### config.mk
export PLATFORM = sky130hd
export DESIGN_NAME = conv_cfg_regs
export DESIGN_NICKNAME = d
export VERILOG_FILES = /design/src/conv_cfg_pkg.sv /design/src/conv_seq_if.sv /design/src/conv_cfg_regs.sv /design/src/conv_delay_timer.sv
export VERILOG_INCLUDE_DIRS = /design/src
export SDC_FILE = /design/constraint.sdc
export NUM_CORES = 1
export LEC_CHECK = 0
export BUFFER_PORTS_ARGS = -buffer_cell sky130_fd_sc_hd__clkbuf_2
export CORE_MARGIN = 10
export CORE_UTILIZATION = 61
export CTS_CLUSTER_SIZE = 40
export DETAILED_ROUTE_END_ITERATION = 16
export PLACE_DENSITY = 0.84
export SETUP_SLACK_MARGIN = 0.05
export SKIP_CTS_REPAIR_TIMING = 1
export SYNTH_ARGS = -nofsm -noshare
export SYNTH_HDL_FRONTEND = slang
export SYNTH_SLANG_ARGS = --single-unit
### constraint.sdc
create_clock -name clk -period 6.64 [get_ports clk]
set_input_delay 0.664 -clock clk [delete_from_list [all_inputs] [get_ports clk]]
set_output_delay 0.664 -clock clk [all_outputs]
set_load 0.02 [all_outputs]
### src/conv_cfg_map.svh
// Register offsets, field positions, reset values and timing constants of the converter config slice.
`ifndef CONV_CFG_MAP_SVH
`define CONV_CFG_MAP_SVH

// ****************************************
// Register offsets on the command port
// ****************************************
`define POWER_OFS 5'h01
`define IFACE_OFS 5'h02
`define CONVERSION_MODE_ZERO_OFS 5'h03

// ****************************************
// Field positions
// ****************************************
`define PWR_RSTIND_BIT 4
`define PWR_LSH_BIT 1
`define PWR_IREF_BIT 0
`define IF_TIMEOUT_BIT 3
`define IF_STATUS_BIT 2
`define IF_CRC_MSB 1
`define IF_CRC_LSB 0
`define M0_REFERENCE_POLARITY_REVERSE_BIT 7
`define M0_RUN_BIT 6
`define M0_ROTATE_BIT 5
`define M0_CHOP_BIT 4
`define M0_DELAY_MSB 3
`define M0_DELAY_LSB 0

// ****************************************
// Reset values
// ****************************************
`define PWR_RESET 8'h11
`define IFACE_RESET 8'h05
`define CONVERSION_MODE_ZERO_RESET 8'h00

// ****************************************
// Conversion start delays, in ns, per code
// ****************************************
`define CLK_FREQ_MHZ 125
`define DLY_T1_NS 8700
`define DLY_T2_NS 17000
`define DLY_T3_NS 35000
`define DLY_T4_NS 69000
`define DLY_T5_NS 139000
`define DLY_T6_NS 278000
`define DLY_T7_NS 555000
`define DLY_T8_NS 1100000
`define DLY_T9_NS 2200000
`define DLY_T10_NS 4400000
`define DLY_T11_NS 8800000
`define DLY_CODE_LAST 4'hb
// A least wait, so the cycle count rounds up.
`define NS_TO_CYC(t) (((t) * `CLK_FREQ_MHZ + 999) / 1000)

`endif

### src/conv_cfg_pkg.sv
// Types shared by the converter config slice and its start-delay timer.
package conv_cfg_pkg;

   // Cycle count of one start delay; the longest wait needs 21 bits.
   typedef logic [20:0] delay_cnt_t;

   // Trailing read-back byte selection.
   typedef enum logic [1:0] {
      TRAIL_NONE = 2'b00,
      TRAIL_SUM = 2'b01,
      TRAIL_CRC = 2'b10,
      TRAIL_RSVD = 2'b11
   } trailer_e;

   // Start-delay timer states.
   typedef enum logic {
      SEQ_IDLE = 1'b0,
      SEQ_WAIT = 1'b1
   } seq_state_e;

endpackage

### src/conv_seq_if.sv
// Carrier between the config registers and the conversion start-delay timer.
`timescale 1ns/1ns
interface conv_seq_if;
   logic start; // Begin (or restart) a delayed conversion start.
   logic cancel; // Abandon a pending start.
   logic [3:0] delay_code; // Delay code taken with start.
   logic go; // The delay has run out: begin the conversion now.
   logic busy; // A delay is running.

   modport ctrl (output start, output cancel, output delay_code, input go, input busy);
   modport timer (input start, input cancel, input delay_code, output go, output busy);
endinterface
### src/conv_cfg_regs.sv
// Power, serial-interface and conversion_mode_zero configuration registers with conversion sequencing.
`timescale 1ns/1ns
`include "conv_cfg_map.svh"
module conv_cfg_regs #(
   parameter conv_cfg_pkg::delay_cnt_t DELAY_CYCLES [12] = '{
      21'h000000,
      21'(`NS_TO_CYC(`DLY_T1_NS)),
      21'(`NS_TO_CYC(`DLY_T2_NS)),
      21'(`NS_TO_CYC(`DLY_T3_NS)),
      21'(`NS_TO_CYC(`DLY_T4_NS)),
      21'(`NS_TO_CYC(`DLY_T5_NS)),
      21'(`NS_TO_CYC(`DLY_T6_NS)),
      21'(`NS_TO_CYC(`DLY_T7_NS)),
      21'(`NS_TO_CYC(`DLY_T8_NS)),
      21'(`NS_TO_CYC(`DLY_T9_NS)),
      21'(`NS_TO_CYC(`DLY_T10_NS)),
      21'(`NS_TO_CYC(`DLY_T11_NS))}
) (
   // Clock, reset and enable.
   input wire logic clk,
   input wire logic rst_n,
   input wire logic ce,
   // Register port from the serial command decoder.
   input wire logic reg_wr_en,
   input wire logic reg_rd_en,
   input wire logic [4:0] reg_addr,
   input wire logic [7:0] reg_wdata,
   input wire logic block_write,
   input wire logic cmd_complete,
   input wire logic cmd_abort,
   output logic [7:0] reg_rdata,
   output logic reg_rd_valid,
   // Conversion control from the command decoder and the modulator.
   input wire logic conv_start_req,
   input wire logic conv_stop_req,
   input wire logic conversion_done,
   // Analog bias and reference controls.
   output logic level_shift_enable,
   output logic internal_reference_enable,
   output logic excitation_ref_ok,
   // Read-back framing controls.
   output logic interface_timeout_enable,
   output logic status_byte_enable,
   output conv_cfg_pkg::trailer_e trailer_mode,
   // Primary converter controls.
   output logic reference_polarity_reverse,
   output logic conversion_run_select,
   output logic input_chop_enable,
   output logic current_rotation_enable,
   output logic primary_convert_pulse,
   output logic conversion_active,
   output logic data_ready_out
);

   // ****************************************
   // Storage
   // ****************************************

   logic rst_ind_reg; // Reset indicator, sticky until the host clears it.
   logic lsh_reg; // Level shift enable.
   logic iref_reg; // Internal reference enable.
   logic [3:0] iface_reg; // Writable low nibble of the interface register.
   logic [7:0] conversion_mode_zero_reg; // Live conversion_mode_zero value.
   logic [7:0] conversion_mode_zero_shadow_reg; // Conversion_mode_zero value held during a block write.
   logic conversion_mode_zero_pending_reg; // A block-written conversion_mode_zero waits for completion.
   logic [7:0] conversion_mode_zero_next; // Conversion_mode_zero value in force from the next cycle.
   logic running_reg; // Conversions have been started and not stopped.
   logic data_ready_out_reg; // Data ready, high while no fresh result is waiting.
   logic pulse_reg; // One-cycle conversion begin.
   logic [7:0] rdata_reg; // Read data.
   logic rvalid_reg; // Read data valid.

   conv_seq_if seq ();

   // Address decode, shared by write and read paths.
   function automatic logic hit(input logic [4:0] addr, input logic [4:0] ofs);
      hit = (addr == ofs);
   endfunction

   logic pwr_wr; // Write to the power register.
   logic if_wr; // Write to the interface register.
   logic m0_wr; // Write to conversion_mode_zero.
   logic m0_direct; // Conversion_mode_zero write that takes effect at once.
   logic m0_commit; // Buffered conversion_mode_zero taking effect at completion.
   logic mode_apply; // Conversion_mode_zero changes this cycle.
   logic restart_req; // Running conversion must restart.

   assign pwr_wr = ce && reg_wr_en && hit(reg_addr, `POWER_OFS);
   assign if_wr = ce && reg_wr_en && hit(reg_addr, `IFACE_OFS);
   assign m0_wr = ce && reg_wr_en && hit(reg_addr, `CONVERSION_MODE_ZERO_OFS);
   assign m0_direct = m0_wr && !block_write;
   assign m0_commit = ce && conversion_mode_zero_pending_reg && cmd_complete && !cmd_abort;
   assign mode_apply = m0_direct || m0_commit;
   assign restart_req = mode_apply && running_reg;

   // ****************************************
   // Power register
   // ****************************************

   // Only a write of zero touches the indicator; a one written by the host is ignored,
   // so the bit can only return to one through a device reset.
   always_ff @(posedge clk) begin
      if (!rst_n) begin
         rst_ind_reg <= 1'b1;
      end else if (pwr_wr && !reg_wdata[`PWR_RSTIND_BIT]) begin
         rst_ind_reg <= 1'b0;
      end
   end

   // Enables for the analog bias and the reference; reserved bits are not stored.
   always_ff @(posedge clk) begin
      if (!rst_n) begin
         lsh_reg <= 1'(`PWR_RESET >> `PWR_LSH_BIT);
         iref_reg <= 1'(`PWR_RESET >> `PWR_IREF_BIT);
      end else if (pwr_wr) begin
         lsh_reg <= reg_wdata[`PWR_LSH_BIT];
         iref_reg <= reg_wdata[`PWR_IREF_BIT];
      end
   end

   // ****************************************
   // Interface register
   // ****************************************

   // The reserved code 11 of the checksum field is stored as written; framing treats it
   // as reserved and the read-back shows exactly what the host wrote.
   always_ff @(posedge clk) begin
      if (!rst_n) begin
         iface_reg <= 4'(`IFACE_RESET);
      end else if (if_wr) begin
         iface_reg <= reg_wdata[3:0];
      end
   end

   // ****************************************
   // Conversion_mode_zero with group update
   // ****************************************

   always_comb begin
      conversion_mode_zero_next = conversion_mode_zero_reg;
      if (m0_direct) begin
         conversion_mode_zero_next = reg_wdata;
      end else if (m0_commit) begin
         conversion_mode_zero_next = conversion_mode_zero_shadow_reg;
      end
   end

   // Conversion_mode_zero is part of the group set: a block write only changes the live value when the
   // whole command completes, which keeps the converter from restarting per byte.
   always_ff @(posedge clk) begin
      if (!rst_n) begin
         conversion_mode_zero_reg <= `CONVERSION_MODE_ZERO_RESET;
      end else begin
         conversion_mode_zero_reg <= conversion_mode_zero_next;
      end
   end

   // A new block write wins over a completion or abort in the same cycle.
   always_ff @(posedge clk) begin
      if (!rst_n) begin
         conversion_mode_zero_shadow_reg <= `CONVERSION_MODE_ZERO_RESET;
         conversion_mode_zero_pending_reg <= 1'b0;
      end else if (m0_wr && block_write) begin
         conversion_mode_zero_shadow_reg <= reg_wdata;
         conversion_mode_zero_pending_reg <= 1'b1;
      end else if (ce && (cmd_complete || cmd_abort)) begin
         conversion_mode_zero_pending_reg <= 1'b0;
      end
   end

   // ****************************************
   // Conversion sequencing
   // ****************************************

   // The restart uses the conversion_mode_zero value just written so that its delay applies at once.
   assign seq.start = ce && !conv_stop_req && (conv_start_req || restart_req
      || (conversion_done && running_reg && !conversion_mode_zero_reg[`M0_RUN_BIT]));
   assign seq.cancel = ce && conv_stop_req;
   assign seq.delay_code = conversion_mode_zero_next[`M0_DELAY_MSB:`M0_DELAY_LSB];

   // Single-shot mode stops after one result; continuous mode keeps going until stopped.
   always_ff @(posedge clk) begin
      if (!rst_n) begin
         running_reg <= 1'b0;
      end else if (ce) begin
         if (conv_stop_req) begin
            running_reg <= 1'b0;
         end else if (conv_start_req) begin
            running_reg <= 1'b1;
         end else if (conversion_done && conversion_mode_zero_reg[`M0_RUN_BIT]) begin
            running_reg <= 1'b0;
         end
      end
   end

   // Data ready goes low when a result lands and high on a start or a restart; the high
   // wins so a restart never leaves a stale result flagged as fresh.
   always_ff @(posedge clk) begin
      if (!rst_n) begin
         data_ready_out_reg <= 1'b1;
      end else if (ce) begin
         if (conv_start_req || restart_req) begin
            data_ready_out_reg <= 1'b1;
         end else if (conversion_done) begin
            data_ready_out_reg <= 1'b0;
         end
      end
   end

   // Registered begin pulse toward the modulator.
   always_ff @(posedge clk) begin
      if (!rst_n) begin
         pulse_reg <= 1'b0;
      end else if (ce) begin
         pulse_reg <= seq.go && running_reg;
      end
   end

   conv_delay_timer #(
      .DELAY_CYCLES(DELAY_CYCLES)
   ) delay_timer (
      .clk(clk),
      .rst_n(rst_n),
      .ce(ce),
      .seq(seq)
   );

   // ****************************************
   // Read-back
   // ****************************************

   // Reserved bits are built as constant zeros; unmapped offsets read zero.
   // A low enable freezes the valid flag as well, so a paused read is not lost.
   always_ff @(posedge clk) begin
      if (!rst_n) begin
         rdata_reg <= 8'h00;
         rvalid_reg <= 1'b0;
      end else if (ce) begin
         rvalid_reg <= reg_rd_en;
         if (reg_rd_en) begin
            rdata_reg <= 8'h00;
            if (hit(reg_addr, `POWER_OFS)) begin
               rdata_reg <= {3'h0, rst_ind_reg, 2'h0, lsh_reg, iref_reg};
            end else if (hit(reg_addr, `IFACE_OFS)) begin
               rdata_reg <= {4'h0, iface_reg};
            end else if (hit(reg_addr, `CONVERSION_MODE_ZERO_OFS)) begin
               rdata_reg <= conversion_mode_zero_reg;
            end
         end
      end
   end

   // ****************************************
   // Outputs
   // ****************************************

   assign reg_rdata = rdata_reg;
   assign reg_rd_valid = rvalid_reg;
   assign level_shift_enable = lsh_reg;
   assign internal_reference_enable = iref_reg;
   // Excitation currents and the temperature sensor need the reference running.
   assign excitation_ref_ok = iref_reg;
   assign interface_timeout_enable = iface_reg[`IF_TIMEOUT_BIT];
   assign status_byte_enable = iface_reg[`IF_STATUS_BIT];
   assign trailer_mode = conv_cfg_pkg::trailer_e'(iface_reg[`IF_CRC_MSB:`IF_CRC_LSB]);
   assign reference_polarity_reverse = conversion_mode_zero_reg[`M0_REFERENCE_POLARITY_REVERSE_BIT];
   assign conversion_run_select = conversion_mode_zero_reg[`M0_RUN_BIT];
   assign input_chop_enable = conversion_mode_zero_reg[`M0_CHOP_BIT];
   assign current_rotation_enable = conversion_mode_zero_reg[`M0_ROTATE_BIT];
   assign primary_convert_pulse = pulse_reg;
   assign conversion_active = running_reg;
   assign data_ready_out = data_ready_out_reg;
endmodule

### src/conv_delay_timer.sv
// Programmable wait between conversion start and the actual conversion.
`timescale 1ns/1ns
`include "conv_cfg_map.svh"
module conv_delay_timer #(
   parameter conv_cfg_pkg::delay_cnt_t DELAY_CYCLES [12] = '{12{21'h000000}}
) (
   // Clock, reset and enable.
   input wire logic clk,
   input wire logic rst_n,
   input wire logic ce,
   // Link to the register block.
   conv_seq_if.timer seq
);

   conv_cfg_pkg::seq_state_e state_reg; // Waiting or idle.
   conv_cfg_pkg::delay_cnt_t cnt_reg; // Cycles still to wait.
   conv_cfg_pkg::delay_cnt_t loaded_reg; // Count taken at start, kept for checking.
   conv_cfg_pkg::delay_cnt_t elapsed_reg; // Enabled cycles spent waiting.

   // Codes past the table are reserved; they start at once rather than guess a length.
   function automatic conv_cfg_pkg::delay_cnt_t delay_lookup(input logic [3:0] code);
      delay_lookup = 21'h000000;
      if (code <= `DLY_CODE_LAST) begin
         delay_lookup = DELAY_CYCLES[code];
      end
   endfunction

   // ****************************************
   // Countdown
   // ****************************************

   // A fresh start reloads the count, so a restart always begins a full wait.
   always_ff @(posedge clk) begin
      if (!rst_n) begin
         state_reg <= conv_cfg_pkg::SEQ_IDLE;
         cnt_reg <= 21'h000000;
         loaded_reg <= 21'h000000;
      end else if (ce) begin
         if (seq.start) begin
            state_reg <= conv_cfg_pkg::SEQ_WAIT;
            cnt_reg <= delay_lookup(seq.delay_code);
            loaded_reg <= delay_lookup(seq.delay_code);
         end else if (seq.cancel) begin
            state_reg <= conv_cfg_pkg::SEQ_IDLE;
         end else if (state_reg == conv_cfg_pkg::SEQ_WAIT) begin
            if (cnt_reg == 21'h000000) begin
               state_reg <= conv_cfg_pkg::SEQ_IDLE;
            end else begin
               cnt_reg <= cnt_reg - 21'h000001;
            end
         end
      end
   end

   // Count of waited cycles, read only by the checks below.
   always_ff @(posedge clk) begin
      if (!rst_n) begin
         elapsed_reg <= 21'h000000;
      end else if (ce) begin
         if (seq.start) begin
            elapsed_reg <= 21'h000000;
         end else if (state_reg == conv_cfg_pkg::SEQ_WAIT) begin
            elapsed_reg <= elapsed_reg + 21'h000001;
         end
      end
   end

   // The go pulse is one enabled cycle, the last of the wait.
   assign seq.go = ce && (state_reg == conv_cfg_pkg::SEQ_WAIT) && (cnt_reg == 21'h000000)
      && !seq.start && !seq.cancel;
   assign seq.busy = (state_reg == conv_cfg_pkg::SEQ_WAIT);
endmodule

==> flow_summary.json, run 1 <==
{
  "power.density_nw_per_um2": 203,
  "cts_max_level": 3,
  "utilization": 0.707,
  "initial_core_util": 0.628,
  "routed_wl_mm": 8.35,
  "grt_pass1_wl_mm": 13.7,
  "syn_avg_cell_area_um2": 8.61,
  "yosys.area.top_type": "dfxtp_1",
  "avgViaCountPerCell": 6.26,
  "crit_fanout": 15,
  "cp_top_family": "compound AO/OA/AOI/OAI gates",
  "worstHoldPathCells": 2,
  "cp_cell_sequence": "clkbuf_2, nand4b_1, mux2i_1, nor2_1, a21oi_1, inv_1, ha_1, o21bai_4, a21oi_1, o221a_1",
  "ys_seq_area_frac": 0.364,
  "yosysWarnings": 0,
  "synth-edff-count": 0,
  "wire_per_inst_um": 17.3,
  "nNetsFinal": 443,
  "fp-row-count": 26,
  "syn_area_um2": 3190,
  "tightestPinTransition_ns": 0.819,
  "dpl_cell_area_um2": 3420,
  "dp_slack_ns": 2.91,
  "max_freq_mhz": 286,
  "cts-root-buf": "clkbuf_8",
  "syn_nets": 404,
  "core_um2": 5070,
  "io_pins": 47,
  "p_leak_nw": 1.53,
  "dieWidth_um": 92.3,
  "nFillCells": 408,
  "reg2regPathDepth": 9,
  "hp-class": "register to register",
  "crit_path_max_incr_delay_ns": 0.70,
  "ir_drop_mv": 0.109,
  "required_ns": 6.89,
  "yosysMostFrequentCell": "dfxtp_1",
  "synthArstFlopShare": 0,
  "dr_total_vias": 3030,
  "min_to": "reg_rdata[7]$_SDFFE_PN0P_",
  "cp-end-kind": "register",
  "drv_slew": 0,
  "cp-start-kind": "primary input",
  "largest_reg_flops": 21,
  "hold_start": "reg_rdata[7]$_SDFFE_PN0P_",
  "grt_antenna_before_repair": 0,
  "fin_crit_sh": 0.526,
  "timing.rr.start": "conversion_mode_zero_pending_reg$_SDFFE_PN0P_",
  "finalHoldViolCount": 0,
  "ys_types": 57,
  "numCtsBuffers": 9,
  "fin_skew_ns": 0.00770,
  "dieArea_um2": 8520,
  "finalInstanceArea_um2": 3590,
  "route.met2.wl_mm": 3.86,
  "syn_to_final_growth_pct": 12.6,
  "rsz0062_at_grt": "no",
  "timing.rr.end": "delay_timer.cnt_reg[8]$_SDFFE_PN0P_",
  "place_inst": 468,
  "synth-seq-cells": 58,
  "drtPass1Iterations": 5,
  "drt_iter0_markers": 266,
  "antenna_left": 0,
  "gp_congestion": 0.873,
  "grt_overflow": 0,
  "grt_pass1_vias": 2826,
  "grt.total_usage": 0.196,
  "drc": 0,
  "stdcell_count": 484,
  "worst-setup-path-type": "primary input to register",
  "cp_num_cells": 10,
  "synthTopCellsByCount": "dfxtp_1 (58), nor2_1 (39), nand2_1 (32), mux2i_1 (27), a21oi_1 (25)",
  "setup_viol": 0,
  "insertedDiodeCount": 0,
  "clkTransAtPathRegs_ns": 0.07,
  "reg2reg_slack_ns": 3.41,
  "syn-instance-count": 370,
  "finalWorstSetupSlack_ns": 3.15,
  "io_buffers": 46,
  "cp-startpoint": "ce",
  "cp_common_cell": "a21oi_1",
  "cts_tree": "done",
  "clockBufferDepth": 2,
  "clock-sinks": 58,
  "clk_latency_ns": 0.35,
  "wl_met1_mm": 3.67,
  "grt_max_degree": 38,
  "period_needed_ns": 3.49,
  "outcome": "complete, no violations",
  "dr.max_layer_used": "met4",
  "netlist.area_leader.share": 0.364,
  "synth.area.top_cells": "dfxtp_1 (36%), mux2i_1 (8.5%), nor2_1 (4.6%), a21oi_1 (3.9%), ha_1 (3.9%)",
  "die_y_um": 92.3,
  "synth-main-ff-cell": "dfxtp_1",
  "drv_cap": 0,
  "worst-path-buf-inv": 2,
  "hpwl_mm": 5.96,
  "max_slew_margin": 0.451,
  "setup_tns_ns": 0,
  "cp.arrival_ns": 3.74,
  "drive_above_1_share": 0.184,
  "wl_met3_um": 602,
  "crit_path_top_delay_cell": "nand4b_1"
}
power by group:
| group | internal (mW) | switching [mW] |
|---|---|---|
| clock | 0.143 | 0.147 |
| sequential | 0.355 | 0.00637 |
| combinational | 0.0290 | 0.0499 |
cell usage in the layout, fill, tap and decap left out, types with 2 or more instances in the layout:
cell and n:
dfxtp_1 58, clkbuf_2 46, nor2_1 39, nand2_1 32
mux2i_1 27, a21oi_1 25, inv_1 15, o21ai_0 12
nor3_1 11, ha_1 10, clkbuf_8 10, xnor2_1 9
a211oi_1 8, nor3b_1 7, nand4_1 7, nor4_1 7
xor2_1 7, nor2b_1 6, mux2_2 5, nand3_1 5
a21o_1 5, o22ai_1 5, a22oi_1 4, and3_1 3
nor4b_1 3, nand3b_1 3, a31oi_1 3, a221oi_1 3
clkinv_2 3, nand4b_1 2, o211ai_1 2, o21ai_1 2
o211a_1 2, o32ai_1 2, o311ai_0 2, clkinvlp_4 2
how the worst max path moves through the flow:
stage,end
3_3_place_gp,delay_timer.cnt_reg[8]$_SDFFE_PN0P_
4_1_cts,delay_timer.cnt_reg[8]$_SDFFE_PN0P_
6_report,delay_timer.cnt_reg[8]$_SDFFE_PN0P_
2_1_floorplan,delay_timer.cnt_reg[8]$_SDFFE_PN0P_
5_1_grt,delay_timer.cnt_reg[8]$_SDFFE_PN0P_
3_5_place_dp,delay_timer.cnt_reg[8]$_SDFFE_PN0P_
routing by layer:
metal / vias up / GRT usage
met1: 1452 / 0.253
li1: 1417 / -
met5: - / 0
met2: 137 / 0.294
met3: 24 / 0.0513
met4: 0 / 0.0990
cell families (layout without fill, tap and decap cells):
kind of cell               Yosys count  in the layout  share of synthesized area
buffers and inverters               35             79                     0.0487
muxes                               34             34                      0.114
xor gates and xnor gates            16             16                     0.0440
DFF                                 58             58                      0.364
adders and majority gates           10             10                     0.0393
AOI/OAI and AO/OA                   84             84                      0.177
and+or+nand+nor                    133            133                      0.213
stage by stage:
step	total power [mW]	hold slack [ns]
2_1_floorplan	0.420	0.437
3_3_place_gp	0.443	0.442
3_5_place_dp	0.445	0.446
4_1_cts	0.726	0.453
5_1_grt	0.754	0.488
6_report	0.730	0.453
final cells by class:
type | instances | area (µm²) | area share
clock inverter | 5 | 30.0 | 0.00837
inverter | 16 | 60.1 | 0.0167
timing repair buffer | 47 | 238 | 0.0662
clock buffer | 11 | 141 | 0.0394
multi-input combinational | 277 | 1870 | 0.521
sequential | 58 | 1160 | 0.324
tap | 70 | 87.6 | 0.0244
worst min-delay path: stages, from the launching register on:
cell and delay [ns]:
dfxtp_1 0.31, nand2_1 0.05, a21oi_1 0.05
Note: power is estimated with default switching activity, not from simulation.
==> run 2, diff against run 1 <==
--- a/config.mk
+++ b/config.mk
@@ -6,12 +6,13 @@
 export SDC_FILE = /design/constraint.sdc
 export NUM_CORES = 1
 export LEC_CHECK = 0
+export ABC_AREA = 1
 export BUFFER_PORTS_ARGS = -buffer_cell sky130_fd_sc_hd__clkbuf_2
 export CORE_MARGIN = 10
-export CORE_UTILIZATION = 61
+export CORE_UTILIZATION = 58
 export CTS_CLUSTER_SIZE = 40
 export DETAILED_ROUTE_END_ITERATION = 16
-export PLACE_DENSITY = 0.84
+export PLACE_DENSITY = 0.8
 export SETUP_SLACK_MARGIN = 0.05
 export SKIP_CTS_REPAIR_TIMING = 1
 export SYNTH_ARGS = -nofsm -noshare
==> constraint.sdc (replaced) <==
create_clock -name clk -period 3.3 [get_ports clk]
set_input_delay 0.33 -clock clk [delete_from_list [all_inputs] [get_ports clk]]
set_output_delay 0.33 -clock clk [all_outputs]
set_load 0.02 [all_outputs]
==> run 2 against run 1 <==
Net effect: clock power increased to 2.5 times the previous value; hold slack worse by 0.24 ns; synthesized cell count is 41% higher; cell area is 9.3% higher; non-clock buffer count unchanged; flip-flop and latch count unchanged.
==> flow_summary.json, run 2 <==
{
  "syn_avg_cell_area_um2": 6.67,
  "cts-root-buf": "clkbuf_8",
  "wire_per_inst_um": 14.1,
  "cp_common_cell": "nor2_1",
  "core_um2": 5890,
  "p_int_mw": 1.25,
  "drive_above_1_share": 0.153,
  "fin_crit_sh": 0.633,
  "period_needed_ns": 2.09,
  "holdWs_ns": 0.211,
  "clkTransAtPathRegs_ns": 0.07,
  "outcome": "complete, no violations",
  "dr_total_vias": 3496,
  "syn_area_um2": 3490,
  "drt_iter0_markers": 252,
  "finalHoldViolCount": 0,
  "io_pins": 47,
  "synth-seq-cells": 58,
  "crit_path_max_incr_delay_ns": 0.33,
  "grt_overflow": 0,
  "setup_tns_ns": 0,
  "syn-instance-count": 523,
  "nNetsFinal": 597,
  "clockBufferDepth": 2,
  "setup_viol": 0,
  "grt_pass1_wl_mm": 15.1,
  "power.density_nw_per_um2": 447,
  "grt_antenna_before_repair": 0,
  "regArea_um2": 1160,
  "ir_drop_mv": 0.335,
  "fin_skew_ns": 0.00949,
  "grt_pass1_vias": 3345,
  "initial_core_util": 0.593,
  "power_mw": 1.76,
  "syn_nets": 557,
  "hold_start": "conv_stop_req",
  "clkPwrFrac": 0.417,
  "p_leak_nw": 1.84,
  "synthTopCellsByCount": "nand2_1 (105), inv_1 (66), dfxtp_1 (58), nor2_1 (51), o21ai_0 (45)",
  "yosysMostFrequentCell": "nand2_1",
  "ys_types": 39,
  "fp-row-count": 28,
  "yosys.area.top_type": "dfxtp_1",
  "max_slew_margin": 0.582,
  "multi_input_area_um2": 1940,
  "dp_slack_ns": 0.928,
  "hp-class": "primary input to register",
  "numCtsBuffers": 9,
  "clock-sinks": 58,
  "grt.total_usage": 0.187,
  "synth.area.top_cells": "dfxtp_1 (33%), nand2_1 (11%), inv_1 (7.1%), o21ai_0 (6.5%), nand3_1 (5.9%)",
  "syn_to_final_growth_pct": 12.4,
  "cts_tree": "done",
  "clk_latency_ns": 0.35,
  "drv_slew": 0,
  "layout_common_cells": "nand2_1 (105), inv_1 (66), dfxtp_1 (58), nor2_1 (51), clkbuf_2 (46)",
  "synthArstFlopShare": 0,
  "utilization": 0.667,
  "drtPass1Iterations": 4,
  "crit_path_top_delay_cell": "dfxtp_1",
  "tightestPinTransition_ns": 0.627,
  "p_sw_frac": 0.288,
  "p_seq_frac": 0.422,
  "worstHoldPathCells": 2,
  "yosysWarnings": 0,
  "avgViaCountPerCell": 5.44,
  "cp_cell_sequence": "nand2_1, inv_2, nand2_2, o21ai_0, nand2_1, o21ai_4, inv_2, ha_1, nand3_1, nand3_1, o21ai_0, nor2_1, nor2_1, nor2_1",
  "rsz0062_at_grt": "no",
  "reg2reg_slack_ns": 1.21,
  "required_ns": 3.54,
  "finalWorstSetupSlack_ns": 1.21,
  "reg2regPathDepth": 14,
  "dieWidth_um": 97.6,
  "switching_power_mw": 0.506,
  "routed_wl_mm": 9.07,
  "antenna_left": 0,
  "cp-start-kind": "register",
  "insertedDiodeCount": 0,
  "hpwl_mm": 6.62,
  "netlist.area_leader.share": 0.333,
  "synth-edff-count": 0,
  "cp-end-kind": "register",
  "dieArea_um2": 9520,
  "synth-main-ff-cell": "dfxtp_1",
  "gp_congestion": 0.959,
  "die_y_um": 97.6,
  "min_to": "conversion_active$_SDFFE_PN0P_",
  "drc": 0,
  "grt_max_degree": 41,
  "drv_cap": 0,
  "io_buffers": 46,
  "max_freq_mhz": 479,
  "nFillCells": 529,
  "worst-setup-path-type": "register to register",
  "cp.arrival_ns": 2.33,
  "largest_reg_flops": 21,
  "p_comb_frac": 0.161,
  "ys_seq_area_frac": 0.333,
  "mostFrequentLayoutCell": "nand2_1",
  "crit_fanout": 14,
  "cts_max_level": 3,
  "timing.rr.start": "conversion_mode_zero_pending_reg$_SDFFE_PN0P_",
  "timing.rr.end": "delay_timer.cnt_reg[11]$_SDFFE_PN0P_"
}
[run 2: changes by cell type in the layout (fill, tap and decap cells not counted), sizes merged, moves of 6 or more]
cell    before  now
nand2       32  114
nor4         7    0
xnor2        9    2
inv         16   70
o21ai       14   62
nor2b        6    0
nor3b        7    0
mux2         6    0
a211oi       8    0
nor2        39   56
a21oi       26   41
mux2i       28    0
nand3        5   43
[run 2: worst max-delay path by stage]
stage | start | to | slack [ns] | depth (start not counted)
2_1_floorplan | reg_addr[4] | delay_timer.cnt_reg[7]$_SDFFE_PN0P_ | 1.30 | 14
3_3_place_gp | reg_addr[4] | delay_timer.cnt_reg[8]$_SDFFE_PN0P_ | 1.04 | 12
3_5_place_dp | reg_addr[4] | delay_timer.cnt_reg[11]$_SDFFE_PN0P_ | 0.93 | 15
4_1_cts | conversion_mode_zero_pending_reg$_SDFFE_PN0P_ | delay_timer.cnt_reg[11]$_SDFFE_PN0P_ | 1.23 | 14
5_1_grt | conversion_mode_zero_pending_reg$_SDFFE_PN0P_ | delay_timer.cnt_reg[11]$_SDFFE_PN0P_ | 0.99 | 15
6_report | conversion_mode_zero_pending_reg$_SDFFE_PN0P_ | delay_timer.cnt_reg[11]$_SDFFE_PN0P_ | 1.21 | 14
[run 2: stage by stage]
| stage | instance area, µm² | std cells |
|---|---|---|
| 4_1_cts | 3920 | 643 |
| 6_report | 3920 | 643 |
| 3_5_place_dp | 3700 | 627 |
| 5_1_grt | 3920 | 643 |
| 2_1_floorplan | 3490 | 523 |
| 3_3_place_gp | 3700 | 627 |
[run 2: metal layers]
metal / vias to the layer above / GRT usage / wire length [µm]
met5: - / 0 / 0
met4: 0 / 0.0805 / 132
met3: 13 / 0.0512 / 661
met1: 1613 / 0.233 / 4070
met2: 88 / 0.293 / 4200
li1: 1782 / - / -
[run 2: logic make-up (layout without fill, tap and decap cells)]
group                    after synthesis  after routing  synth area share
adder cells (fa/ha/maj)               10             10            0.0358
AO/OA/AOI/OAI                        118            118             0.185
buffers and inverters                 89            134             0.112
XOR/XNOR                              12             12            0.0301
flip-flops                            58             58             0.333
AND/OR/NAND/NOR                      236            236             0.304
[run 2: area by class of cell]
| cell class | instances | share of cell area |
|---|---|---|
| clock inverters | 3 | 0.0115 |
| clock buffers | 13 | 0.0456 |
| well taps | 75 | 0.0239 |
| inverters | 71 | 0.0686 |
| flip-flops and latches | 58 | 0.296 |
| multi-input cells | 376 | 0.494 |
| repair buffers | 47 | 0.0606 |
[run 2: power by group through the flow]
stage / clock (mW) / sequential, mW / combinational, mW
2_1_floorplan: 0 / 0.758 / 0.204
3_3_place_gp: 0 / 0.756 / 0.270
3_5_place_dp: 0 / 0.756 / 0.276
4_1_cts: 0.737 / 0.741 / 0.279
5_1_grt: 0.763 / 0.744 / 0.321
6_report: 0.732 / 0.741 / 0.283
[run 2: worst max-delay path: cells and delay by family (launching register included)]
family	cells	cell delay [ns]
AO/OA/AOI/OAI	3	0.47
adder cells (fa/ha/maj)	1	0.27
buffers and inverters	2	0.18
flip-flops	1	0.33
AND/OR/NAND/NOR	8	0.72
==> run 3, diff against run 2 <==
--- a/config.mk
+++ b/config.mk
@@ -9,10 +9,10 @@
 export ABC_AREA = 1
 export BUFFER_PORTS_ARGS = -buffer_cell sky130_fd_sc_hd__clkbuf_2
 export CORE_MARGIN = 10
-export CORE_UTILIZATION = 58
+export CORE_UTILIZATION = 52
 export CTS_CLUSTER_SIZE = 40
 export DETAILED_ROUTE_END_ITERATION = 16
-export PLACE_DENSITY = 0.8
+export PLACE_DENSITY = 0.76
 export SETUP_SLACK_MARGIN = 0.05
 export SKIP_CTS_REPAIR_TIMING = 1
 export SYNTH_ARGS = -nofsm -noshare
==> constraint.sdc (replaced) <==
create_clock -name clk -period 1.7 [get_ports clk]
set_input_delay 0.17 -clock clk [delete_from_list [all_inputs] [get_ports clk]]
set_output_delay 0.17 -clock clk [all_outputs]
set_load 0.02 [all_outputs]
==> run 3 against run 2 <==
Net effect: the run now ends with setup timing left; non-clock buffer count grew 69; count of clock-buffer cells in the layout is 4 lower; critical path type unchanged; worst setup slack worse by 1.4 ns; largest power group unchanged; maximum frequency increased by 9.4%; power rose by 100%.
==> flow_summary.json, run 3 (synthesis gave the netlist of run 2 again) <==
{
  "outcome": "finished, violations left",
  "violations": "setup timing",
  "clk_latency_ns": 0.36,
  "p_leak_nw": 2.21,
  "largest_reg_flops": 21,
  "tightestPinTransition_ns": 0.414,
  "nNetsFinal": 668,
  "worst-setup-path-type": "register to register",
  "mostFrequentLayoutCell": "nand2_1",
  "initial_core_util": 0.544,
  "use_met1": 0.253,
  "grt_max_degree": 40,
  "cp_cell_sequence": "nand2_2, inv_2, nand2_4, o21ai_2, nand2_1, o21ai_4, inv_4, ha_4, nand3_2, nand3_2, o21ai_2, nor2_1, nor2_1, nor2_1",
  "finalInstanceArea_um2": 4790,
  "numCtsBuffers": 9,
  "dr_total_vias": 4138,
  "stdcell_count": 716,
  "crit_path_top_delay_cell": "dfxtp_2",
  "cp-end-kind": "register",
  "syn_to_final_growth_pct": 37.1,
  "cp.arrival_ns": 2.16,
  "layout_common_cells": "nand2_1 (91), buf_4 (66), inv_1 (60), dfxtp_1 (56), clkbuf_2 (46)",
  "drt_iter0_markers": 426,
  "dieWidth_um": 102,
  "rsz0062_at_grt": "yes",
  "clockBufferDepth": 2,
  "cts_tree": "done",
  "cp-start-kind": "register",
  "cp_common_cell": "nor2_1",
  "hp-class": "primary input to register",
  "period_needed_ns": 1.91,
  "grt_pass1_vias": 3715,
  "grt_use_met3": 0.0594,
  "required_ns": 1.95,
  "insertedDiodeCount": 0,
  "avgViaCountPerCell": 5.78,
  "drtPass1Iterations": 5,
  "drc": 0,
  "grt_use_met2": 0.317,
  "dpl_cell_area_um2": 4180,
  "drv_slew": 0,
  "max_slew_margin": 0.722,
  "dp_slack_ns": -0.258,
  "grt_overflow": 0,
  "dieArea_um2": 10400,
  "holdWs_ns": 0.0556,
  "reg2reg_slack_ns": -0.21,
  "fp-row-count": 29,
  "multi_input_area_um2": 2260,
  "clock-sinks": 58,
  "io_buffers": 46,
  "io_pins": 47,
  "power_mw": 3.56,
  "finalHoldViolCount": 0,
  "crit_path_max_incr_delay_ns": 0.34,
  "antenna_left": 0,
  "place_inst": 687,
  "max_freq_mhz": 524,
  "routed_wl_mm": 11.6,
  "clkTransAtPathRegs_ns": 0.08,
  "hpwl_mm": 7.57,
  "fin_skew_ns": 0.00638,
  "regArea_um2": 1160,
  "grt_pass1_wl_mm": 16.9,
  "die_y_um": 102,
  "crit_fanout": 7,
  "setup_viol": 20,
  "cts-root-buf": "clkbuf_8",
  "core_um2": 6420,
  "drv_cap": 0,
  "fin_crit_sh": 1.12,
  "finalWorstSetupSlack_ns": -0.209,
  "nFillCells": 445,
  "power.density_nw_per_um2": 744,
  "grt_antenna_before_repair": 0,
  "drive_above_1_share": 0.346,
  "cts_max_level": 3,
  "gp_congestion": 0.957,
  "wire_per_inst_um": 16.2,
  "ir_drop_mv": 0.595,
  "grt.total_usage": 0.201,
  "gr-max-usage-layer": "met2"
}
-- run 3: area by class of cell --
cell class	instances	area share
Tap cell	77	0.0201
Multi-Input combinational cell	378	0.473
Sequential cell	58	0.243
Clock inverter	7	0.0162
Clock buffer	9	0.0259
Timing Repair Buffer	116	0.164
Inverter	71	0.0583
-- run 3: final timing paths --
| check | from | end | depth (start not counted) |
|---|---|---|---|
| min reg2reg | conversion_mode_zero_shadow_reg[6]$_SDFFE_PN0P_ | conversion_mode_zero_shadow_reg[6]$_SDFFE_PN0P_ | 2 |
| max reg2reg | conversion_mode_zero_pending_reg$_SDFFE_PN0P_ | delay_timer.cnt_reg[11]$_SDFFE_PN0P_ | 14 |
| max | conversion_mode_zero_pending_reg$_SDFFE_PN0P_ | delay_timer.cnt_reg[11]$_SDFFE_PN0P_ | 14 |
| min | conv_stop_req | conversion_active$_SDFFE_PN0P_ | 2 |
-- run 3: per-stage QoR --
step	setup TNS (ns)	utilization
2_1_floorplan	-0.552	-
3_3_place_gp	-2.86	0.651
3_5_place_dp	-3.75	0.651
4_1_cts	-2.13	0.682
5_1_grt	-4.25	0.745
6_report	-2.41	0.745
-- run 3: where the power goes --
group / internal (mW) / total (mW) / switching, mW / leakage (nW)
logic: 0.314 / 0.788 / 0.475 / 1.65
clock network: 0.682 / 1.33 / 0.651 / 0.0881
registers: 1.40 / 1.44 / 0.0360 / 0.472
-- run 3: per-layer routing --
layer	up-vias	wire, µm
met2	230	5460
li1	1946	-
met4	0	422
met1	1906	4670
met5	-	0
met3	56	1080
-- run 3: worst max-delay path: cells and delay by family (launching register included) --
family | cells | cell delay, ns
adders and majority gates | 1 | 0.21
and+or+nand+nor | 8 | 0.70
DFF | 1 | 0.34
AOI/OAI and AO/OA | 3 | 0.37
buffers and inverters | 2 | 0.19
